<file path="config.mk">
export PLATFORM = sky130hd
export DESIGN_NAME = tdcab_ctrl
export DESIGN_NICKNAME = d
export VERILOG_FILES = /design/src/rtl/tdcab_pkg.sv /design/src/rtl/tdcab_mem_if.sv /design/src/rtl/tdcab_mem.sv /design/src/rtl/tdcab_ctrl.sv
export SDC_FILE = /design/constraint.sdc
export NUM_CORES = 1
export LEC_CHECK = 0
export ABC_AREA = 1
export BUFFER_PORTS_ARGS = -buffer_cell sky130_fd_sc_hd__buf_2
export CAP_MARGIN = 10
export CORE_ASPECT_RATIO = 0.7
export CORE_MARGIN = 2
export CORE_UTILIZATION = 39
export CTS_CLUSTER_SIZE = 25
export DETAILED_ROUTE_END_ITERATION = 8
export PLACE_DENSITY = 0.56
export SLEW_MARGIN = 20
export SYNTH_ARGS = -nofsm -noshare
export SYNTH_HDL_FRONTEND = slang
export SYNTH_SLANG_ARGS = --single-unit
</file>
<file path="constraint.sdc">
create_clock -name clk -period 9.5 [get_ports clk]
set_clock_uncertainty 0.15 [all_clocks]
set_input_delay 0.475 -clock clk [delete_from_list [all_inputs] [get_ports clk]]
set_output_delay 0.475 -clock clk [all_outputs]
set_load 0.02 [all_outputs]
</file>
<file path="src/rtl/tdcab_pkg.sv">
// Package of constants for the time-to-digital converter acquisition and buffer control.
package tdcab_pkg;
   localparam int unsigned TDCAB_CLK_HZ = 10000000;
   localparam int unsigned TDCAB_CHANNELS = 96;
   localparam int unsigned TDCAB_DEPTH = 4;
   localparam int unsigned TDCAB_AW = 2;
   // Register byte offsets.
   localparam logic [7:0] TDCAB_OFS_MAIN = 8'h00;
   localparam logic [7:0] TDCAB_OFS_ACQ = 8'h04;
   localparam logic [7:0] TDCAB_OFS_LADDR = 8'h0c;
   localparam logic [7:0] TDCAB_OFS_BCLASS = 8'h1c;
   localparam logic [7:0] TDCAB_OFS_RANGE = 8'h48;
   localparam logic [7:0] TDCAB_OFS_STAT = 8'h50;
   localparam logic [7:0] TDCAB_OFS_IRQ = 8'h54;
   localparam logic [7:0] TDCAB_OFS_MASK = 8'h58;
   localparam logic [7:0] TDCAB_OFS_READ = 8'h5c;
   localparam logic [7:0] TDCAB_OFS_AUX_LO = 8'h80;
   localparam logic [7:0] TDCAB_OFS_AUX_HI = 8'hbc;
   // Field positions.
   localparam int unsigned TDCAB_ACQ_MODE_BIT = 31;
   localparam int unsigned TDCAB_ACQ_RISE_BIT = 30;
   localparam int unsigned TDCAB_ACQ_FALL_BIT = 29;
   localparam int unsigned TDCAB_MAIN_CLEAR_BIT = 31;
   localparam int unsigned TDCAB_MAIN_MRST_BIT = 30;
   localparam int unsigned TDCAB_MAIN_LNE_BIT = 2;
   localparam int unsigned TDCAB_MAIN_COM_BIT = 23;
   localparam int unsigned TDCAB_ID_LSB = 16;
   // Reset values.
   localparam logic [31:0] TDCAB_ACQ_RST = 32'h00000000;
   localparam logic [31:0] TDCAB_RANGE_RST = 32'h0000ffff;
   localparam logic [15:0] TDCAB_ID_DEFAULT = 16'h5a5a;
   // Timing.
   localparam int unsigned TDCAB_BIP_CLR_NS = 75;
   localparam int unsigned TDCAB_BIP_CLR_CYC =
      (TDCAB_BIP_CLR_NS * (TDCAB_CLK_HZ / 1000000)) / 1000 < 1 ? 1 :
      (TDCAB_BIP_CLR_NS * (TDCAB_CLK_HZ / 1000000)) / 1000;
   localparam int unsigned TDCAB_REARM_NS = 250;
   localparam int unsigned TDCAB_REARM_CYC =
      (TDCAB_REARM_NS * (TDCAB_CLK_HZ / 1000000) + 999) / 1000;
   localparam int unsigned TDCAB_BUF_MAX_NS = 78000;
   localparam int unsigned TDCAB_BUF_MAX_CYC =
      (TDCAB_BUF_MAX_NS * (TDCAB_CLK_HZ / 1000000)) / 1000;
   localparam int unsigned TDCAB_READY_NS = 500;
   localparam int unsigned TDCAB_READY_CYC =
      (TDCAB_READY_NS * (TDCAB_CLK_HZ / 1000000) + 999) / 1000;
   localparam int unsigned TDCAB_HIT_CYC = 8;
   // Interrupt bits.
   localparam int unsigned TDCAB_IRQ_DONE = 0;
   localparam int unsigned TDCAB_IRQ_FULL = 1;
   localparam int unsigned TDCAB_IRQ_CLEAR = 2;
   typedef enum logic [1:0] {
      TDCAB_IDLE = 2'b00,
      TDCAB_ACQ = 2'b01,
      TDCAB_BUF = 2'b10,
      TDCAB_REARM = 2'b11
   } tdcab_state_t;
endpackage

</file>
<file path="src/rtl/tdcab_mem_if.sv">
// Interface between the control logic and the event count memory.
`timescale 1ns/1ps
`default_nettype none
interface tdcab_mem_if;
   logic we;
   logic [1:0] waddr;
   logic [7:0] wdata;
   logic [1:0] raddr;
   logic [7:0] rdata;
   modport ctrl (output we, output waddr, output wdata, output raddr, input rdata);
   modport mem (input we, input waddr, input wdata, input raddr, output rdata);
endinterface
`default_nettype wire

</file>
<file path="src/rtl/tdcab_mem.sv">
// Event memory holding the hit count of each buffered event.
`timescale 1ns/1ps
`default_nettype none
module tdcab_mem
(
   input wire logic clk,
   tdcab_mem_if.mem m
);
   logic [7:0] store_r [0:3];
   logic [7:0] rd_r;
   always_ff @(posedge clk)
   begin
      if (m.we)
      begin
         store_r[m.waddr] <= m.wdata;
      end
   end
   always_ff @(posedge clk)
   begin
      rd_r <= store_r[m.raddr];
   end
   assign m.rdata = rd_r;
endmodule
`default_nettype wire

</file>
<file path="src/rtl/tdcab_ctrl.sv">
// Acquisition, event buffering and register control of the converter.
`timescale 1ns/1ps
`default_nettype none
module tdcab_ctrl
   import tdcab_pkg::*;
#(
   parameter int unsigned CHANNELS = TDCAB_CHANNELS,
   parameter logic [15:0] ID_CODE = TDCAB_ID_DEFAULT,
   parameter int unsigned BUF_MAX_CYC = TDCAB_BUF_MAX_CYC
)
(
   input wire logic clk,
   input wire logic nrst,
   input wire logic psel,
   input wire logic penable,
   input wire logic pwrite,
   input wire logic [7:0] paddr,
   input wire logic [31:0] pwdata,
   output logic [31:0] prdata,
   output logic pready,
   output logic pslverr,
   input wire logic [CHANNELS-1:0] hit_in,
   input wire logic com_in,
   input wire logic timeout_in,
   input wire logic clear_in,
   output logic buffering_in_progress_out,
   output logic event_ready_out,
   output logic irq
);
   // ID_CODE default is arbitrary.
   tdcab_mem_if mi();
   tdcab_state_t state_r;
   logic [31:0] main_r, acq_r, laddr_r, bclass_r, range_r;
   logic [2:0] irq_r, mask_r;
   logic programmed_r;
   logic [7:0] hits_r;
   logic [16:0] buf_cnt_r;
   logic [3:0] rearm_cnt_r;
   logic [3:0] ready_cnt_r;
   logic [1:0] wp_r, rp_r;
   logic [2:0] used_r;
   logic clear_d_r;
   logic wr, rd;
   logic clr_pulse, clr_rise, com_evt, lne;
   logic [CHANNELS-1:0] hit_d_r;
   logic [CHANNELS-1:0] edge_hit;
   logic [7:0] n_hits;
   logic full, done, bip_nxt;
   logic [31:0] rd_nxt;

   assign wr = psel && penable && pwrite;
   assign rd = psel && !penable && !pwrite;
   assign clr_pulse = wr && paddr == TDCAB_OFS_MAIN && pwdata[TDCAB_MAIN_CLEAR_BIT];
   assign clr_rise = (clear_in && !clear_d_r) || clr_pulse;
   assign com_evt = com_in || (wr && paddr == TDCAB_OFS_MAIN && pwdata[TDCAB_MAIN_COM_BIT]);
   assign lne = wr && paddr == TDCAB_OFS_MAIN && pwdata[TDCAB_MAIN_LNE_BIT]
      && used_r != 3'd0;
   assign full = used_r == 3'(TDCAB_DEPTH);
   // Slowdown while reading: buffering waits when the bus is busy.
   assign done = state_r == TDCAB_BUF && !(psel && penable) &&
      (buf_cnt_r >= 17'({hits_r, 1'b0}) || buf_cnt_r >= 17'(BUF_MAX_CYC - 1));

   // Edge selection applies to every channel alike.
   genvar g;
   generate
      for (g = 0; g < CHANNELS; g++)
      begin : g_edge
         assign edge_hit[g] = (acq_r[TDCAB_ACQ_RISE_BIT] && hit_in[g] && !hit_d_r[g]) ||
            (acq_r[TDCAB_ACQ_FALL_BIT] && !hit_in[g] && hit_d_r[g]);
      end
   endgenerate

   always_comb
   begin
      n_hits = 8'h00;
      for (int i = 0; i < CHANNELS; i++)
      begin
         n_hits = n_hits + 8'(edge_hit[i]);
      end
   end

   always_ff @(posedge clk or negedge nrst)
   begin
      if (!nrst)
      begin
         hit_d_r <= '0;
         clear_d_r <= 1'b0;
      end
      else
      begin
         hit_d_r <= hit_in;
         clear_d_r <= clear_in;
      end
   end

   // Acquisition and buffering sequencer.
   always_ff @(posedge clk or negedge nrst)
   begin
      if (!nrst)
      begin
         state_r <= TDCAB_IDLE;
         hits_r <= 8'h00;
         buf_cnt_r <= 17'h00000;
         rearm_cnt_r <= 4'h0;
      end
      else if (clr_rise && state_r != TDCAB_BUF)
      begin
         state_r <= TDCAB_REARM;
         hits_r <= 8'h00;
         rearm_cnt_r <= 4'h0;
      end
      else
      begin
         unique case (state_r)
            TDCAB_IDLE:
            begin
               if (programmed_r && !full)
               begin
                  state_r <= TDCAB_ACQ;
               end
            end
            TDCAB_ACQ:
            begin
               // Channel hits act as stop or start against the common pulse.
               if (hits_r + n_hits >= hits_r)
               begin
                  hits_r <= hits_r + n_hits;
               end
               if ((acq_r[TDCAB_ACQ_MODE_BIT] && timeout_in) ||
                  (!acq_r[TDCAB_ACQ_MODE_BIT] && com_evt))
               begin
                  state_r <= TDCAB_BUF;
                  buf_cnt_r <= 17'h00000;
               end
            end
            TDCAB_BUF:
            begin
               buf_cnt_r <= buf_cnt_r + 17'h00001;
               if (done)
               begin
                  state_r <= TDCAB_IDLE;
                  hits_r <= 8'h00;
               end
            end
            TDCAB_REARM:
            begin
               if (clear_in)
               begin
                  rearm_cnt_r <= 4'h0;
               end
               else if (rearm_cnt_r >= 4'(TDCAB_REARM_CYC - 1))
               begin
                  state_r <= TDCAB_IDLE;
               end
               else
               begin
                  rearm_cnt_r <= rearm_cnt_r + 4'h1;
               end
            end
         endcase
      end
   end

   // Buffer bookkeeping.
   always_ff @(posedge clk or negedge nrst)
   begin
      if (!nrst)
      begin
         wp_r <= 2'b00;
         rp_r <= 2'b00;
         used_r <= 3'd0;
      end
      else
      begin
         if (done)
         begin
            wp_r <= wp_r + 2'b01;
         end
         if (lne)
         begin
            rp_r <= rp_r + 2'b01;
         end
         used_r <= used_r + 3'(done) - 3'(lne);
      end
   end
   assign mi.we = done;
   assign mi.waddr = wp_r;
   assign mi.wdata = hits_r;
   assign mi.raddr = rp_r;

   tdcab_mem u_mem
   (
      .clk(clk),
      .m(mi)
   );

   // Readout holdoff after an event lands in the buffer.
   always_ff @(posedge clk or negedge nrst)
   begin
      if (!nrst)
      begin
         ready_cnt_r <= 4'h0;
         event_ready_out <= 1'b0;
      end
      else
      begin
         if (done)
         begin
            ready_cnt_r <= 4'(TDCAB_READY_CYC);
         end
         else if (ready_cnt_r != 4'h0)
         begin
            ready_cnt_r <= ready_cnt_r - 4'h1;
         end
         event_ready_out <= used_r != 3'd0 && ready_cnt_r == 4'h0 && !done;
      end
   end

   assign bip_nxt = !clr_rise && (state_r == TDCAB_BUF && !done || full);
   always_ff @(posedge clk or negedge nrst)
   begin
      if (!nrst)
      begin
         buffering_in_progress_out <= 1'b0;
      end
      else
      begin
         buffering_in_progress_out <= bip_nxt;
      end
   end

   // Control registers.
   always_ff @(posedge clk or negedge nrst)
   begin
      if (!nrst)
      begin
         main_r <= 32'h00000000;
         acq_r <= TDCAB_ACQ_RST;
         laddr_r <= 32'h00000000;
         bclass_r <= 32'h00000000;
         range_r <= TDCAB_RANGE_RST;
         mask_r <= 3'b000;
         programmed_r <= 1'b0;
      end
      else if (wr && paddr == TDCAB_OFS_MAIN && pwdata[TDCAB_MAIN_MRST_BIT])
      begin
         main_r <= 32'h00000000;
         acq_r <= TDCAB_ACQ_RST;
         bclass_r <= 32'h00000000;
         range_r <= TDCAB_RANGE_RST;
         programmed_r <= 1'b0;
      end
      else if (wr)
      begin
         unique case (paddr)
            TDCAB_OFS_MAIN: main_r <= {16'h0000, pwdata[15:0]};
            TDCAB_OFS_ACQ:
            begin
               acq_r <= pwdata;
               programmed_r <= 1'b1;
            end
            TDCAB_OFS_LADDR: laddr_r <= {pwdata[31:16], 16'h0000};
            TDCAB_OFS_BCLASS: bclass_r <= pwdata;
            TDCAB_OFS_RANGE: range_r <= pwdata;
            TDCAB_OFS_MASK: mask_r <= pwdata[2:0];
            default:
            begin
            end
         endcase
      end
   end

   // Sticky interrupt status; a new event wins over a clear.
   always_ff @(posedge clk or negedge nrst)
   begin
      if (!nrst)
      begin
         irq_r <= 3'b000;
         irq <= 1'b0;
      end
      else
      begin
         irq_r <= (irq_r & ~((wr && paddr == TDCAB_OFS_IRQ) ? pwdata[2:0] : 3'b000))
            | {clr_rise, full, done};
         irq <= |(irq_r & mask_r);
      end
   end

   always_comb
   begin
      unique case (paddr)
         TDCAB_OFS_MAIN: rd_nxt = {ID_CODE, main_r[15:0]};
         TDCAB_OFS_ACQ: rd_nxt = acq_r;
         TDCAB_OFS_LADDR: rd_nxt = laddr_r;
         TDCAB_OFS_BCLASS: rd_nxt = bclass_r;
         TDCAB_OFS_RANGE: rd_nxt = range_r;
         TDCAB_OFS_STAT: rd_nxt = {26'h0000000, used_r, state_r, buffering_in_progress_out};
         TDCAB_OFS_IRQ: rd_nxt = {29'h00000000, irq_r};
         TDCAB_OFS_MASK: rd_nxt = {29'h00000000, mask_r};
         TDCAB_OFS_READ: rd_nxt = {24'h000000, mi.rdata};
         default: rd_nxt = 32'h00000000;
      endcase
   end

   // Two-cycle APB: data latched in setup, ready in access.
   always_ff @(posedge clk or negedge nrst)
   begin
      if (!nrst)
      begin
         prdata <= 32'h00000000;
         pready <= 1'b0;
         pslverr <= 1'b0;
      end
      else
      begin
         if (rd)
         begin
            prdata <= rd_nxt;
         end
         pready <= psel && !penable;
         // Auxiliary card locations answer zero without error; other locations above the read register fail.
         pslverr <= psel && !penable && paddr > TDCAB_OFS_READ &&
            !(paddr >= TDCAB_OFS_AUX_LO && paddr <= TDCAB_OFS_AUX_HI);
      end
   end
endmodule
`default_nettype wire

</file>
Word level (Yosys, flattened, before mapping)
Memories as Yosys holds them, arrays and structs flattened. A register that Yosys moved wholly into a read port is not among the register bits.
Cells that the tools add are included.

cells by class
  add/sub/neg operators = 103
  muxes and demuxes = 38
  equal/unequal tests = 21
  reduce and logical (&&, ||, !) cells = 736
  bitwise operators = 6
  order comparisons = 7

operators by type and width
  cell                   number
  $add 8x1->8            88
  $logic_and 1x1->1      409
  $mux 32                9
  $pmux 32 s9            1
  $logic_not 1->1        201
  $logic_or 1x1->1       101
  $mux 16                3
  $eq 8x7->1 const B     5
  $pmux 17 s2            1
  $mux 4                 6
  $mux 8                 3
  $ne 3x3->1 const B     6
  $add 17x1->17 const B  1
  $ge 17x10->1 const B   1
  $ge 17x9->1            1
  $mux 17                1
  $pmux 8 s2             1
  $reduce_bool 2->1      8
  $mux 2                 6
  $reduce_and 3->1       4
  $reduce_and 2->1       5
  $add 7x1->8            1
  $add 8x8->8            1
  $eq 8x3->1 const B     1
  other kinds (37)       47

storage, ports and cells
  register bits = 311
  input bits = 144
  logic and storage cells = 936
  output and inout bits = 37
  memories = 1
  memory bits (writable) = 32

memory list
  memory         words  width  rd ports  clocked after Yosys merged registers in  write ports  RTL line        RTL
  u_mem.store_r  4      8      1         1                                        1            tdcab_mem.sv:9  logic [7:0] store_r [0:3];

Logic depth before layout (Yosys ltp)
  depth after elaboration = 104
  depth in mapped cells = 39
  gate-level depth less buffers = 37

Modules after synthesis
From an unflattened synthesis, not the netlist that was laid out.

unflattened totals
  cells, all modules = 2134
  area total of the unflattened synthesis = 18671.7 um2

by module, submodules not included
  module      area each (um2)  times used  seq. area each (um2)  cells an instance
  tdcab_ctrl  17123.9          1           7802.5                1993
  tdcab_mem   1547.7           1           1121.1                141

Least setup slack after synthesis
OpenSTA, ideal clock, no wires.

  path type = register -> register
  from = register acq_r[29]
  to = register hits_r[0]
  library setup time = 117 ps
  path slack = 922 ps
  path buffers = 2
  clock period less this slack = 8578 ps
  stages on the path, launching flop included = 36
  data required time = 9233 ps
  arrival = 8311 ps
  cell sequence = dfrtp_1 -> inv_2 -> clkbuf_1 -> buf_1 -> nor2_1 -> nand2_1 -> o21ai_0 -> fa_1 -> inv_1 -> fa_1 -> fa_1 -> inv_1 -> fa_1 -> fa_1 -> fa_1 -> fa_1 -> fa_1 -> inv_1 -> fa_1 -> fa_1 -> fa_1 -> inv_1 -> a21oi_1 -> o21ai_0 -> xor2_1 -> inv_1 -> ha_1 -> nand2_1 -> nor2_1 -> nand4_1 -> nand3_1 -> nand2_1 -> nand3_2 -> nand2_2 -> nand2_1 -> nand2_1

between the ends
  word-level cells in the longest chain between the ends = 102
  elaborated cells between the ends (all ways) = 390
  those cells by class = add/sub (96); order compare (1); eq/ne (1); mux (3); reduce/logical (289)

RTL lines
  what                                                                RTL line                              RTL
  from (decl)                                                         tdcab_ctrl.sv:33                      logic [31:0] main_r, acq_r, laddr_r, bclass_r, range_r;
  from (signal assigned)                                              tdcab_ctrl.sv:259                     acq_r <= pwdata;
  $logic_and 1x1->1 (2 in a row)                                      tdcab_ctrl.sv:69                      (acq_r[TDCAB_ACQ_FALL_BIT] && !hit_in[g] && hit_d_r[g]);
  $logic_or 1x1->1                                                    tdcab_ctrl.sv:68                      assign edge_hit[g] = (acq_r[TDCAB_ACQ_RISE_BIT] && hit_in[g] && !hit_d_r[g]) ||
  $add 1x1->2                                                         tdcab_ctrl.sv:78                      n_hits = n_hits + 8'(edge_hit[i]);
  $add 2x1->3                                                         tdcab_ctrl.sv:78
  $add 3x1->4                                                         tdcab_ctrl.sv:78
  $add 4x1->5                                                         tdcab_ctrl.sv:78
  $add 5x1->6                                                         tdcab_ctrl.sv:78
  $add 6x1->7                                                         tdcab_ctrl.sv:78
  $add 7x1->8                                                         tdcab_ctrl.sv:78
  $add 8x1->8 (87 in a row)                                           tdcab_ctrl.sv:78
  $add 8x1->8 *                                                       tdcab_ctrl.sv:78
  $add 8x8->8 *                                                       tdcab_ctrl.sv:125, tdcab_ctrl.sv:127
  $ge 8x8->1 / $mux 8 (equally long branches)                         tdcab_ctrl.sv:125                     if (hits_r + n_hits >= hits_r)
  $ne 3x3->1 (no source line) / $pmux 8 s2 (equally long branches)    --
  $reduce_and 3->1 (no source line) / $mux 8 (equally long branches)  --
  to (signal assigned)                                                tdcab_ctrl.sv:127                     hits_r <= hits_r + n_hits;
  to (decl)                                                           tdcab_ctrl.sv:36                      logic [7:0] hits_r;

Every way passes the cells marked *; elsewhere a longest branch is shown, timed or not. The select of a mux whose other input is x is not followed.
A chain may end at the register's enable or synchronous reset.

Final worst setup path
  from = register acq_r[30]
  to = register hits_r[5]

between the ends
  word-level cells in the longest chain between the ends = 102
  elaborated cells between the ends (all ways) = 390
  those cells by class = add/sub (96); order compare (1); eq/ne (1); mux (3); reduce/logical (289)

RTL lines
  what                                                                RTL line
  $logic_and 1x1->1 (2 in a row)                                      tdcab_ctrl.sv:68
  $logic_or 1x1->1                                                    tdcab_ctrl.sv:68
  $add 1x1->2                                                         tdcab_ctrl.sv:78
  $add 2x1->3                                                         tdcab_ctrl.sv:78
  $add 3x1->4                                                         tdcab_ctrl.sv:78
  $add 4x1->5                                                         tdcab_ctrl.sv:78
  $add 5x1->6                                                         tdcab_ctrl.sv:78
  $add 6x1->7                                                         tdcab_ctrl.sv:78
  $add 7x1->8                                                         tdcab_ctrl.sv:78
  $add 8x1->8 (87 in a row)                                           tdcab_ctrl.sv:78
  $add 8x1->8 *                                                       tdcab_ctrl.sv:78
  $add 8x8->8 *                                                       tdcab_ctrl.sv:125, tdcab_ctrl.sv:127
  $ge 8x8->1 / $mux 8 (equally long branches)                         tdcab_ctrl.sv:125
  $ne 3x3->1 (no source line) / $pmux 8 s2 (equally long branches)    --
  $reduce_and 3->1 (no source line) / $mux 8 (equally long branches)  --

Marked as above.

==> run_results.csv <==
group,metric,value,unit
synthesis,ys_warn_count,0,
synthesis,syn-num-nets,2343,
setup_path,ff2ff_path_depth,32,
setup_path,cpMostUsedCell,"fa_1",
grt,gr-total-overflow,0,
synthesis,synth_edf_count,32,
worst_hold_path,min_path_cells,3,
drt,totalWireLength,50900,um
clock_network,clockBufferDepth,3,
sta,finalSetupViolCount,0,
final_layout,syn_to_final_growth,20.7,%
placed_design,port_buffers,180,
synthesis,synth.distinct_cells,47,
grt,antenna_found_initial,3,
floorplan,die_x,264,um
final_layout,finalNetCount,2605,
run,drv_cap,0,
clock_network,clk_pin_slew_worst_paths,0.06,ns
setup_path,critPathLaunchType,"flop",
setup_path,r2r_end,"hits_r[5]",
placed_design,hpwl,34800,um
grt,grt.busiest_layer,"met2",
synthesis,synthCells,2051,
grt,grtUsageMet2,31.8,%
floorplan,design.die.area,49100,sq um
drt,firstDrtPassIters,7,
grt,grt_usage,20.7,%
final_layout,drive_above_1_share,13.6,%
drt,drt-initial-drc-count,1034,
sta,period_minus_slack,8.91,ns
grt,grtUsageMet3,3.37,%
synthesis,ys_ff_latch,351,
synthesis,synth_area,18500,sq um
setup_path,cp.arrival,9.19,ns
sta,fin_crit_sh,93.7,%
sta,fin_ws,0.594,ns
floorplan,start_util,39.7,%
final_layout,fill_cells,4419,
floorplan,boundaryPins,181,
placed_design,gp_congestion,0.882,
sta,slew_headroom,24.9,%
clock_network,root_buffer,"clkbuf_16",
worst_hold_path,min_from,"pwdata[13]",
setup_path,crit_path_end_kind,"flop",
setup_path,cpMaxStageDelayCell,"fa_1",
drt,post-route-drc-count,0,
synthesis,ys_seq_area_share,48.3,%
setup_path,critPathKind,"reg -> reg",
sta,worst_pin_slew,1.12,ns
grt,grt_max_degree,105,
grt,grt_use_met1,30.3,%
drt,wl_per_cell,17.2,um
drt,drt-vias-per-instance,4.98,
grt,grt_pass1_wl,80400,um
worst_hold_path,worstHoldEndpoint,"range_r[13]",
drt,ant_nets,0,
drt,vias,14700,
sta,max_freq,112,MHz
clock_network,clk_latency,0.56,ns
placed_design,place_ws,0.473,ns
setup_path,rrSetupSlack,0.59,ns
run_status,outcome,"finished, final reports clean",
synthesis,avgSynthCellArea,9.00,sq um
synthesis,synthArstFlopShare,88.6,%
clock_network,cts_tree,"built",
floorplan,core.rowCount,66,
sta,slew_violations,0,
clock_network,cts_inserted_buffers,38,
sta,setup_tns,0,ns
clock_network,cts_sinks,351,
setup_path,crit_required,9.78,ns
setup_path,path_max_fanout,74,
setup_path,worstReg2RegStart,"acq_r[30]",
setup_path,max_stage_delay,0.57,ns
grt,grt_pass1_vias,14500,
floorplan,die_h,186,um
sta,rsz0062_at_grt,"false",
floorplan,core_area,46600,sq um
synthesis,ys.flop_type,"dfrtp_1",
clock_network,h-tree-depth,2,
sta,hold_viol_final,0,
worst_hold_path,hold_class,"in -> reg",
-- cell usage in the layout, fill, tap and decap left out, types with 15 or more instances in the layout --
master         instances
a21oi_1               56
buf_2                179
buf_4                 15
clkbuf_16             38
dfrtp_1              294
dfstp_2               16
dlygate4sd3_1        103
edfxtp_1              32
fa_1                  88
ha_1                  60
inv_1                224
nand2_1              499
nand3_1               88
nand4_1               15
nor2_1               175
nor3_1                25
o21ai_0              220
o22ai_1               57
xor2_1                19
-- stage by stage --
stage | instance area, sq um | hold WS [ns] | instances | util [%]
6_report | 22300 | 0.0230 | 2958 | 47.8
5_1_grt | 22300 | 0.00772 | 2958 | 47.8
4_1_cts | 22200 | 0.00231 | 2950 | 47.7
3_5_place_dp | 19900 | 0.304 | 2777 | 42.8
3_3_place_gp | 19900 | 0.302 | 2777 | 42.8
2_1_floorplan | 18500 | 0.0294 | 2051 | -
-- flip-flops by register name, indices dropped and copies added (netlist names), 16 cells and up --
name	flops
hit_d_r	96
acq_r	32
bclass_r	32
prdata	32
range_r	32
u_mem.store_r	32
buf_cnt_r	17
laddr_r	16
main_r	16
-- repair_timing --
item                                    in CTS  in global routing
hold buffers                               103                  0
endpoints found under the setup margin       0                  8
resized for setup                            0                  1
endpoints found under the hold margin      204                  0
buffers inserted                             0                  5
-- critical path: cells and delay by family, from the launching register on --
| kind | cells | cell delay, ns |
|---|---|---|
| fa+ha+maj | 12 | 5.76 |
| simple gates | 10 | 0.99 |
| buf+inv | 6 | 0.64 |
| compound gates | 3 | 0.53 |
| flops | 1 | 0.45 |
| xor+xnor | 1 | 0.23 |
-- worst max path at each step --
stage,startpoint,endpoint,slack (ns)
6_report,acq_r[30],hits_r[5],0.59
5_1_grt,acq_r[30],hits_r[4],0.07
4_1_cts,acq_r[30],hits_r[5],0.44
3_5_place_dp,acq_r[30],hits_r[5],0.47
3_3_place_gp,acq_r[30],hits_r[0],0.57
2_1_floorplan,acq_r[29],hits_r[0],0.92
-- metal layers --
layer | vias up | part of all wire, %
li1 | 7171 | -
met1 | 7153 | 48
met2 | 346 | 45
met3 | 75 | 5.0
met4 | 0 | 2.6
met5 | - | 0
-- cells by family after synthesis --
kind of cell / synth area share, %
flip-flops: 48.3
adder cells (fa/ha/maj): 13.6
AO/OA/AOI/OAI: 11.0
XOR/XNOR: 1.19
buffers and inverters: 6.50
AND/OR/NAND/NOR: 18.5
multiplexers: 0.854
-- synth_stat cells (19+ instances only) --
master    instances  area, sq um
clkbuf_1         49          184
a21oi_1          56          280
nand2_1         500         1880
inv_1           225          845
fa_1             88         1760
edfxtp_1         32          961
dfrtp_1         295         7380
o21ai_0         220         1100
nor2_1          175          657
ha_1             60          751
xor2_1           19          166
nand3_1          88          440
o22ai_1          57          357
nor3_1           25          125
-- area by class of cell --
type                       instances  area (sq um)  share of cell area [%]
sequential                       351          8920                    40.0
multi-input combinational       1391          8350                    37.5
timing repair buffer             301          2100                    9.42
clock buffer                      53          1070                    4.79
inverter                         230           867                    3.89
tap                              612           766                    3.44
clock inverter                    17           206                   0.926
antenna                            3          7.51                  0.0337
Power is not shown: default switching activity piles up to over one toggle a cycle in this logic, so the estimate is an artifact.
